## config.mk

```make
export PLATFORM = sky130hd
export DESIGN_NAME = modbus_rtu_slave_framer
export DESIGN_NICKNAME = d
export VERILOG_FILES = /design/src/modbus_pkg.sv /design/src/modbus_rtu_slave_framer.sv
export SDC_FILE = /design/constraint.sdc
export NUM_CORES = 1
export LEC_CHECK = 0
export ABC_AREA = 1
export BUFFER_PORTS_ARGS = -buffer_cell sky130_fd_sc_hd__buf_4
export CORE_MARGIN = 1
export CORE_UTILIZATION = 40
export DETAILED_ROUTE_END_ITERATION = 6
export GPL_TIMING_DRIVEN = 0
export PLACE_DENSITY = 0.62
export SYNTH_ARGS = -nofsm -noshare
export SYNTH_HDL_FRONTEND = slang
export SYNTH_HIERARCHICAL = 1
export SYNTH_SLANG_ARGS = --single-unit
```

## constraint.sdc

```tcl
create_clock -name clock -period 121.5 [get_ports clock]
set_input_delay 6.075 -clock clock [delete_from_list [all_inputs] [get_ports clock]]
set_output_delay 6.075 -clock clock [all_outputs]
set_load 0.01 [all_outputs]
```

## src/modbus_pkg.sv

```systemverilog
// Purpose: shared types, constants and helpers of the modbus rtu slave framer
// Assumes: one 125 MHz clock, synchronous active-high reset
// Notes: silence thresholds are kept in tenths of a character and converted to half-bit units
package modbus_pkg;

   localparam int CLK_HZ_DEFAULT = 125_000_000;
   localparam int CHAR_BITS      = 11;
   localparam int HALVES_PER_CHR = 2 * CHAR_BITS;
   localparam int SIL_GAP_TENTHS = 15;
   localparam int SIL_END_TENTHS = 35;
   localparam logic [6:0] SIL_GAP_HALVES = 7'(SIL_GAP_TENTHS * HALVES_PER_CHR / 10);
   localparam logic [6:0] SIL_END_HALVES = 7'(SIL_END_TENTHS * HALVES_PER_CHR / 10);
   localparam logic [3:0] LAST_BIT_IDX   = 4'(CHAR_BITS - 1);
   localparam logic [2:0] LAST_DATA_IDX  = 3'h7;

   localparam logic [7:0]  ADDR_BROADCAST = 8'h00;
   localparam logic [7:0]  ADDR_MAX       = 8'hF7;
   localparam logic [7:0]  FUNC_EXC_FLAG  = 8'h80;
   localparam logic [15:0] CRC_INIT       = 16'hFFFF;
   localparam logic [15:0] CRC_POLY       = 16'hA001;
   localparam logic [15:0] CRC_RESIDUE    = 16'h0000;
   localparam logic [2:0]  MIN_FRAME_BYTES = 3'h4;
   localparam logic [2:0]  BAUD_RESET     = 3'h2;
   localparam int          TX_FIFO_DEPTH  = 8;

   typedef enum logic [1:0] {PAR_EVEN = 2'b00, PAR_ODD = 2'b01, PAR_NONE = 2'b10} parity_t;
   typedef enum logic [2:0] {RX_IDLE = 3'b000, RX_START = 3'b001, RX_DATA = 3'b010,
                             RX_PAR = 3'b011, RX_STOP = 3'b100} rx_state_t;
   typedef enum logic [1:0] {TX_IDLE = 2'b00, TX_WAIT = 2'b01, TX_LOAD = 2'b10, TX_SEND = 2'b11} tx_state_t;
   typedef enum logic [2:0] {PH_ADDR = 3'b000, PH_FUNC = 3'b001, PH_EXC = 3'b010, PH_DATA = 3'b011,
                             PH_CRCLO = 3'b100, PH_CRCHI = 3'b101, PH_DONE = 3'b110} tx_phase_t;

   typedef struct packed {
      logic [7:0] data;
      logic       last;
   } tx_word_t;

   typedef struct packed {
      logic [7:0] data;
      logic       first;
   } rx_byte_t;

   typedef struct packed {
      logic ok;
      logic broadcast;
      logic crcError;
      logic incomplete;
   } frame_status_t;

   typedef struct packed {
      parity_t       parity;
      logic [2:0]    baud;
      rx_state_t     rxState;
      logic [15:0]   rxCnt;
      logic [2:0]    rxIdx;
      logic [7:0]    rxShift;
      logic          rxErr;
      logic [15:0]   silCnt;
      logic [6:0]    silHalves;
      logic          inFrame;
      logic          gapped;
      logic          frameBad;
      logic          addrMatch;
      logic          broadcast;
      logic [2:0]    byteCnt;
      logic [15:0]   crc;
      logic [7:0]    reqFunc;
      rx_byte_t      rxOut;
      logic          rxValid;
      logic          frameDone;
      frame_status_t status;
      logic          respondPending;
      tx_state_t     txState;
      tx_phase_t     txPhase;
      logic [15:0]   txCnt;
      logic [3:0]    txIdx;
      logic [10:0]   txShift;
      logic          txLine;
      logic          txDriveEn;
      logic          txExc;
      logic [7:0]    txExcCode;
      logic [15:0]   txCrc;
   } framer_state_t;

   localparam framer_state_t FRAMER_RESET = '{parity: PAR_EVEN, baud: BAUD_RESET, rxState: RX_IDLE,
                                              txState: TX_IDLE, txPhase: PH_ADDR, txLine: 1'b1, default: '0};

   function automatic logic [15:0] crc16_byte(input logic [15:0] c, input logic [7:0] b);
      logic [15:0] r;
      r = c ^ {8'h00, b};
      for (int i = 0; i < 8; i++) begin
         r = r[0] ? ((r >> 1) ^ CRC_POLY) : (r >> 1);
      end
      return r;
   endfunction : crc16_byte

   function automatic logic par_bit(input parity_t p, input logic [7:0] b);
      return (p == PAR_ODD) ? ~^b : ^b;
   endfunction : par_bit

   function automatic logic [15:0] bit_cycles(input logic [2:0] sel, input int clkHz);
      int baud;
      case (sel)
         3'h0:    baud = 2400;
         3'h1:    baud = 4800;
         3'h2:    baud = 9600;
         3'h3:    baud = 19200;
         3'h4:    baud = 38400;
         3'h5:    baud = 57600;
         3'h6:    baud = 76800;
         default: baud = 115200;
      endcase
      return 16'(clkHz / baud);
   endfunction : bit_cycles

endpackage : modbus_pkg

```

## src/modbus_rtu_slave_framer.sv

```systemverilog
// Contract
// - start bit, then eight data bits, least significant first
// - parity modes use one parity and one stop bit; no parity uses two stops
// - a reply starts only after 3.5 character times of silence
// - silence is counted in character times of the selected baud rate
// - first byte after silence is the address field
// - after the last character the line stays silent 3.5 characters before anything new
// - telegram characters are sent back to back
// - silence over 1.5 characters mid-frame flushes it; next byte is an address
// - bytes within 1.5 characters join the previous telegram; crc then fails silently
// - receiver watches the line at all times, silence included
// - incomplete telegrams raise an error flag
// - address zero is broadcast: accepted, never answered
// - address is eight bits; own address valid from 1 to 247
// - reply carries the slave's own address
// - function field is one byte, code 0x01 to 0xFF
// - normal reply echoes the function code
// - exception reply sets the function code's top bit
// - exception reply puts the error cause into the data field
// - every telegram ends with a 16-bit crc over all prior bytes
// - receiver recomputes crc; mismatch drops the telegram without reply
// - crc low byte first, high byte last
// - baud rates 2400 to 115200 selectable, timing follows the rate
// - after reset the format is even parity, one stop bit
//
// Purpose: framing layer of a modbus rtu slave on a half-duplex serial line
// Assumes: rxLine synchronous to clock; reply data bytes are queued in the fifo ahead of the serialiser
// Notes: a reply stalls with a line gap if the fifo runs dry mid-telegram
`timescale 1ns/1ps

module tx_fifo #(
   parameter int WIDTH = 9,
   parameter int DEPTH = 8
) (
   input  wire logic             clock,
   input  wire logic             sys_rst,
   input  wire logic [WIDTH-1:0] inData,
   input  wire logic             inValid,
   output logic                  inReady,
   output logic      [WIDTH-1:0] outData,
   output logic                  outValid,
   input  wire logic             outReady
);
   localparam int AW = $clog2(DEPTH);

   typedef struct packed {
      logic [AW-1:0] wr;
      logic [AW-1:0] rd;
      logic [AW:0]   count;
   } fifo_state_t;

   fifo_state_t      f_q;
   fifo_state_t      f_d;
   logic [WIDTH-1:0] mem [DEPTH];
   logic             push;
   logic             pop;

   // pointers wrap naturally, so depth must be a power of two
   assign inReady  = f_q.count != (AW + 1)'(DEPTH);
   assign outValid = f_q.count != '0;
   assign outData  = mem[f_q.rd];
   assign push     = inValid && inReady;
   assign pop      = outValid && outReady;

   always_comb begin
      f_d = f_q;
      if (push) begin
         f_d.wr = f_q.wr + 1'b1;
      end
      if (pop) begin
         f_d.rd = f_q.rd + 1'b1;
      end
      f_d.count = f_q.count + (AW + 1)'(push) - (AW + 1)'(pop);
   end

   always_ff @(posedge clock) begin
      if (sys_rst) begin
         f_q <= '0;
      end else begin
         f_q <= f_d;
      end
      if (push) begin
         mem[f_q.wr] <= inData;
      end
   end
endmodule : tx_fifo

module modbus_rtu_slave_framer
   import modbus_pkg::*;
#(
   parameter int CLK_HZ = CLK_HZ_DEFAULT
) (
   input  wire logic       clock,
   input  wire logic       sys_rst,
   input  wire logic       cfgLoad,
   input  wire logic [2:0] baudSel,
   input  parity_t         parityMode,
   input  wire logic [7:0] ownAddr,
   input  wire logic       rxLine,
   output logic            txLine,
   output logic            txDriveEn,
   output rx_byte_t        rxOut,
   output logic            rxValid,
   output logic            frameDone,
   output frame_status_t   frameStatus,
   output logic            respondPending,
   input  wire logic       txStart,
   input  wire logic       txException,
   input  wire logic [7:0] txExcCode,
   input  tx_word_t        txIn,
   input  wire logic       txInValid,
   output logic            txInReady,
   output logic            txBusy
);
   framer_state_t s_q;
   framer_state_t s_d;
   tx_word_t      fifoOut;
   logic          fifoValid;
   logic          fifoPop;
   logic [15:0]   bitCyc;
   logic [15:0]   bitReload;
   logic [15:0]   halfReload;
   logic          byteDone;
   logic          byteErr;
   logic          ownValid;
   logic          loadGo;
   logic [7:0]    loadByte;
   tx_phase_t     nextPhase;

   tx_fifo #(
      .WIDTH ($bits(tx_word_t)),
      .DEPTH (TX_FIFO_DEPTH)
   ) u_tx_fifo (
      .clock    (clock),
      .sys_rst  (sys_rst),
      .inData   (txIn),
      .inValid  (txInValid),
      .inReady  (txInReady),
      .outData  (fifoOut),
      .outValid (fifoValid),
      .outReady (fifoPop)
   );

   // every timer derives from the selected baud, never from absolute time
   assign bitCyc     = bit_cycles(s_q.baud, CLK_HZ);
   assign bitReload  = bitCyc - 16'h0001;
   assign halfReload = {1'b0, bitCyc[15:1]} - 16'h0001;
   assign ownValid   = (ownAddr != ADDR_BROADCAST) && (ownAddr <= ADDR_MAX);

   always_comb begin
      s_d           = s_q;
      s_d.rxValid   = 1'b0;
      s_d.frameDone = 1'b0;
      byteDone      = 1'b0;
      byteErr       = 1'b0;
      fifoPop       = 1'b0;
      loadGo        = 1'b0;
      loadByte      = 8'h00;
      nextPhase     = s_q.txPhase;

      if (cfgLoad) begin
         s_d.parity = parityMode;
         s_d.baud   = baudSel;
      end

      // receiver: samples mid-bit, one start, eight data, optional parity, stop
      case (s_q.rxState)
         RX_IDLE: begin
            if (!rxLine) begin
               s_d.rxState = RX_START;
               s_d.rxCnt   = halfReload;
            end
         end
         RX_START: begin
            if (s_q.rxCnt == 16'h0000) begin
               // a start bit gone high by mid-bit is a glitch, not a character
               s_d.rxState = rxLine ? RX_IDLE : RX_DATA;
               s_d.rxCnt   = bitReload;
               s_d.rxIdx   = 3'h0;
               s_d.rxErr   = 1'b0;
            end else begin
               s_d.rxCnt = s_q.rxCnt - 16'h0001;
            end
         end
         RX_DATA: begin
            if (s_q.rxCnt == 16'h0000) begin
               s_d.rxShift = {rxLine, s_q.rxShift[7:1]};
               s_d.rxIdx   = s_q.rxIdx + 3'h1;
               s_d.rxCnt   = bitReload;
               if (s_q.rxIdx == LAST_DATA_IDX) begin
                  s_d.rxState = (s_q.parity == PAR_NONE) ? RX_STOP : RX_PAR;
               end
            end else begin
               s_d.rxCnt = s_q.rxCnt - 16'h0001;
            end
         end
         RX_PAR: begin
            if (s_q.rxCnt == 16'h0000) begin
               s_d.rxErr   = rxLine != par_bit(s_q.parity, s_q.rxShift);
               s_d.rxState = RX_STOP;
               s_d.rxCnt   = bitReload;
            end else begin
               s_d.rxCnt = s_q.rxCnt - 16'h0001;
            end
         end
         RX_STOP: begin
            if (s_q.rxCnt == 16'h0000) begin
               // a second stop bit in no-parity mode just reads as idle line
               byteDone    = 1'b1;
               byteErr     = s_q.rxErr || !rxLine;
               s_d.rxState = RX_IDLE;
            end else begin
               s_d.rxCnt = s_q.rxCnt - 16'h0001;
            end
         end
         default: s_d.rxState = RX_IDLE;
      endcase

      // silence counter in half-bit units; own transmission counts as activity
      if (s_q.rxState != RX_IDLE || !rxLine || s_q.txDriveEn) begin
         s_d.silCnt    = 16'h0000;
         s_d.silHalves = 7'h00;
      end else if (s_q.silCnt >= halfReload) begin
         s_d.silCnt = 16'h0000;
         if (s_q.silHalves < SIL_END_HALVES) begin
            s_d.silHalves = s_q.silHalves + 7'h01;
         end
      end else begin
         s_d.silCnt = s_q.silCnt + 16'h0001;
      end

      // telegram delimiting
      if (byteDone) begin
         if (!s_q.inFrame || s_q.gapped) begin
            if (s_q.inFrame) begin
               s_d.frameDone = 1'b1;
               s_d.status    = '{ok: 1'b0, broadcast: s_q.broadcast, crcError: 1'b0, incomplete: 1'b1};
            end
            s_d.inFrame        = 1'b1;
            s_d.gapped         = 1'b0;
            s_d.byteCnt        = 3'h1;
            s_d.frameBad       = byteErr;
            s_d.crc            = crc16_byte(CRC_INIT, s_q.rxShift);
            s_d.broadcast      = s_q.rxShift == ADDR_BROADCAST;
            s_d.addrMatch      = (s_q.rxShift == ADDR_BROADCAST) || (ownValid && s_q.rxShift == ownAddr);
            s_d.respondPending = 1'b0;
         end else begin
            // late bytes simply extend the telegram, and the crc catches it
            s_d.crc      = crc16_byte(s_q.crc, s_q.rxShift);
            s_d.frameBad = s_q.frameBad || byteErr;
            if (s_q.byteCnt != 3'h7) begin
               s_d.byteCnt = s_q.byteCnt + 3'h1;
            end
            if (s_q.byteCnt == 3'h1) begin
               s_d.reqFunc = s_q.rxShift;
            end
            if (s_q.addrMatch) begin
               s_d.rxValid = 1'b1;
               s_d.rxOut   = '{data: s_q.rxShift, first: s_q.byteCnt == 3'h1};
            end
         end
      end else if (s_q.inFrame && s_q.silHalves >= SIL_END_HALVES) begin
         s_d.inFrame           = 1'b0;
         s_d.frameDone         = 1'b1;
         s_d.status.broadcast  = s_q.broadcast;
         s_d.status.incomplete = s_q.byteCnt < MIN_FRAME_BYTES;
         // parity faults are folded into the crc verdict: both drop silently
         s_d.status.crcError   = (s_q.byteCnt >= MIN_FRAME_BYTES) &&
                                 (s_q.crc != CRC_RESIDUE || s_q.frameBad);
         s_d.status.ok         = s_q.addrMatch && s_q.byteCnt >= MIN_FRAME_BYTES &&
                                 s_q.crc == CRC_RESIDUE && !s_q.frameBad;
         s_d.respondPending    = s_q.addrMatch && !s_q.broadcast && s_q.byteCnt >= MIN_FRAME_BYTES &&
                                 s_q.crc == CRC_RESIDUE && !s_q.frameBad;
      end else if (s_q.inFrame && s_q.silHalves >= SIL_GAP_HALVES) begin
         s_d.gapped = 1'b1;
      end

      // transmitter
      case (s_q.txState)
         TX_IDLE: begin
            if (txStart && s_q.respondPending) begin
               s_d.respondPending = 1'b0;
               s_d.txExc          = txException;
               s_d.txExcCode      = txExcCode;
               s_d.txPhase        = PH_ADDR;
               s_d.txState        = TX_WAIT;
            end
         end
         TX_WAIT: begin
            if (s_q.silHalves >= SIL_END_HALVES && s_q.rxState == RX_IDLE) begin
               s_d.txState   = TX_LOAD;
               s_d.txDriveEn = 1'b1;
            end
         end
         TX_LOAD: begin
            loadGo = 1'b1;
            case (s_q.txPhase)
               PH_ADDR: begin
                  loadByte  = ownAddr;
                  nextPhase = PH_FUNC;
               end
               PH_FUNC: begin
                  loadByte  = s_q.txExc ? (s_q.reqFunc | FUNC_EXC_FLAG) : s_q.reqFunc;
                  nextPhase = s_q.txExc ? PH_EXC : PH_DATA;
               end
               PH_EXC: begin
                  loadByte  = s_q.txExcCode;
                  nextPhase = PH_CRCLO;
               end
               PH_DATA: begin
                  loadGo    = fifoValid;
                  fifoPop   = fifoValid;
                  loadByte  = fifoOut.data;
                  nextPhase = fifoOut.last ? PH_CRCLO : PH_DATA;
               end
               PH_CRCLO: begin
                  loadByte  = s_q.txCrc[7:0];
                  nextPhase = PH_CRCHI;
               end
               PH_CRCHI: begin
                  loadByte  = s_q.txCrc[15:8];
                  nextPhase = PH_DONE;
               end
               default: begin
                  loadGo        = 1'b0;
                  s_d.txState   = TX_IDLE;
                  s_d.txDriveEn = 1'b0;
                  s_d.txLine    = 1'b1;
               end
            endcase
            if (loadGo) begin
               if (s_q.txPhase < PH_CRCLO) begin
                  s_d.txCrc = crc16_byte((s_q.txPhase == PH_ADDR) ? CRC_INIT : s_q.txCrc, loadByte);
               end
               s_d.txShift = {1'b1, (s_q.parity == PAR_NONE) ? 1'b1 : par_bit(s_q.parity, loadByte),
                              loadByte, 1'b0};
               s_d.txLine  = 1'b0;
               s_d.txCnt   = bitReload;
               s_d.txIdx   = 4'h0;
               s_d.txPhase = nextPhase;
               s_d.txState = TX_SEND;
            end
         end
         TX_SEND: begin
            if (s_q.txCnt != 16'h0000) begin
               s_d.txCnt = s_q.txCnt - 16'h0001;
            end else if (s_q.txIdx == LAST_BIT_IDX) begin
               s_d.txState = TX_LOAD;
            end else begin
               s_d.txShift = {1'b1, s_q.txShift[10:1]};
               s_d.txLine  = s_q.txShift[1];
               s_d.txIdx   = s_q.txIdx + 4'h1;
               s_d.txCnt   = bitReload;
            end
         end
         default: s_d.txState = TX_IDLE;
      endcase
   end

   always_ff @(posedge clock) begin
      if (sys_rst) begin
         s_q <= FRAMER_RESET;
      end else begin
         s_q <= s_d;
      end
   end

   assign txLine         = s_q.txLine;
   assign txDriveEn      = s_q.txDriveEn;
   assign rxOut          = s_q.rxOut;
   assign rxValid        = s_q.rxValid;
   assign frameDone      = s_q.frameDone;
   assign frameStatus    = s_q.status;
   assign respondPending = s_q.respondPending;
   assign txBusy         = s_q.txState != TX_IDLE;

endmodule : modbus_rtu_slave_framer

```

==> metrics.txt <==
run status=finished clean; Post-CTS Setup Inserts=0; CP Data Required Time=121.98 ns; Yosys reg bits=254; placed instance area=30,400 um2; Max-Cap Viols=0; Buffers on Ports=56; antenna violations before repair=0; Die Span X=269 um; CTS tree=done; clk sink count=254; TNS Setup=0 ns; # diodes=0; CP max stage cell=nor3_2; Final period util=40.7%; sequential share of the synthesized area=20.3%; unique cell type count in the Yosys netlist=85; CTS Root Cell=clkbuf_16; final non-filler cell area=31,500 um2; Hold Path Cell Cnt=2; CP Launch Type=flop; endpoints failing setup=0; CTS Hold Buffers Added=0; clock skew=0.0226 ns; htree depth=1; starting density of the core=40.6%; Worst Path Max Fanout=13; Pre-Repair DR Iteration Count=6; most used cell, CP=nand2_1; critical path's largest stage delay=0.96 ns; synthesized area per cell=6.52 um2; RSZ-0062 raised after global routing=false; number of gates resized after CTS=0; synthesized instance count=4,377; Tightest Pin Transition=1.32 ns; total grt overflow=0; final hold vios=0; Post-synth EDFFs=72; largest net degree at the start of global routing=25; TritonCTS Buffers=28; R2R cell count=269; synthesized area=28,600 um2; fin nets=4,775; antenna-violating nets left=0; Clock Path Buffers=3; CP Data Arrival Time=49.97 ns; Clk Latency, worst-skew pair=0.57 ns; CTS clock-pin slew for the worst setup and hold paths=0.06 ns; area grow syn2layout=10.1%; first-pass GRT wire length=142,000 um; Yosys warning count=6; fraction of registers with async set or reset after synthesis=0%; relative slew slack=9.57%; Core ar.=70,400 um2; Max Clk Rate=0.0202 GHz; pins over their slew limit=0; die area=72,500 um2; WL per Instance=16.4 um; share of layout cells above drive strength 1=9.82%; vias per std cell=5.27; CP Capture Type=flop; Die H=269 um; placer's final routability congestion estimate=0.945; number of global-route vias before repair=26,800; 1st-iter DRT viols=2,322; Via Count=28,700; hold crit path type=flop to flop; GR Util All Layers=23.9%; Top FF cell, synth=dfxtp_1; fin crit period=49.49 ns; HPWL after detailed placement=71,300 um; DRC=0; site row count=97; # IOs=57; Routed WL=89,500 um; Crit Path Category=flop to flop
==> area by class of cell <==
cell class	instances	area [um2]
clock buffer	43	863
tap	940	1180
fill	7466	38900
inverter	624	2360
timing repair buffer	67	598
buffer	116	777
sequential	254	5810
clock inverter	9	185
multi-input combinational	3389	19700
==> final timing paths <==
kind                  from  endpoint  slack [ns]
setup / recovery  s_q[165]  s_q[132]       72.01
hold / removal     s_q[23]   s_q[23]        0.46
setup reg to reg  s_q[165]  s_q[132]       72.01
hold reg to reg    s_q[23]   s_q[23]        0.46
==> per-layer routing <==
metal | wire [um] | global-route usage (%) | vias up
li1 | - | - | 14700
met1 | 40300 | 31.1 | 13100
met2 | 42000 | 41.6 | 695
met3 | 4240 | 1.67 | 133
met4 | 2910 | 7.92 | 0
met5 | 0 | 0 | -
==> cell usage after synthesis, drive strengths merged, types with 2 or more instances <==
cell type	number	area (um2)
a2111oi	3	26.3
a211o	3	26.3
a211oi	32	240
a21boi	8	63.8
a21o	12	91.3
a21oi	300	1550
a221o	2	20.0
a221oi	10	87.6
a22o	2	17.5
a22oi	13	97.6
a31oi	21	131
a41oi	4	35.0
and2	6	37.5
and3	2	17.5
buf	54	462
clkbuf	60	295
clkinv	9	37.5
conb	2	7.51
dfxtp	182	3640
edfxtp	72	2160
fa	3	60.1
ha	255	3190
inv	615	2320
nand2	1068	4340
nand3	319	1910
nand3b	12	90.1
nand4	81	532
nor2	456	1930
nor3	60	300
nor3b	11	92.6
nor4	17	106
o2111ai	8	70.1
o211a	2	20.0
o211ai	22	170
o21a	15	113
o21ai	317	1600
o21bai	13	97.6
o221ai	10	93.8
o22ai	12	75.1
o31ai	11	82.6
or2	36	225
xnor2	80	701
xor2	146	1290
==> sequential cells by signal, indices dropped and copies added (netlist names), named ones only <==
| register | count |
|---|---|
| txLine | 1 |
| rxOut | 9 |
| frameStatus | 4 |
| rxValid | 1 |
| respondPending | 1 |
| txDriveEn | 1 |
| u_tx_fifo/mem | 72 |
| u_tx_fifo/f_q | 10 |
| frameDone | 1 |
| s_q | 151 |
==> logic make-up after synthesis <==
kind of cell,synth area share (%)
multiplexers,0.0350
adder cells (fa/ha/maj),11.4
other,0.0263
buffers and inverters,11.0
XOR/XNOR,6.96
AND/OR/NAND/NOR,33.7
AO/OA/AOI/OAI,16.6
flip-flops,20.3
==> worst max-delay path: cells and delay by family (launching register included) <==
kind | cells | cell delay, ns
buf+inv | 52 | 11.10
simple gates | 111 | 14.45
compound gates | 80 | 14.89
flops | 1 | 0.53
fa+ha+maj | 24 | 8.03
xor+xnor | 2 | 0.30
==> per-stage QoR <==
stage / utilization, % / worst slack (ns) / hold slack, ns / cells
floorplan: - / 82.88 / 0.424 / 4383
global placement: 42.9 / 69.90 / 0.443 / 5379
detailed placement: 43.2 / 72.91 / 0.440 / 5389
CTS: 44.7 / 72.74 / 0.456 / 5441
global route: 44.7 / 67.73 / 0.487 / 5442
finish: 44.7 / 72.01 / 0.455 / 5442
==> cell usage in the layout (no fill, tap or decap), types with 33 or more instances in the layout <==
cell	n
a21oi_1	290
buf_4	79
clkbuf_1	59
dfxtp_1	182
edfxtp_1	72
ha_1	255
inv_1	591
nand2_1	980
nand2_2	66
nand3_1	275
nand4_1	77
nor2_1	409
nor3_1	57
o21ai_0	297
or2_2	33
xnor2_1	80
xor2_1	145
Power is left out: the tool's default activity adds up to more than one toggle a clock period on the data nets, which glitch-free logic cannot reach.
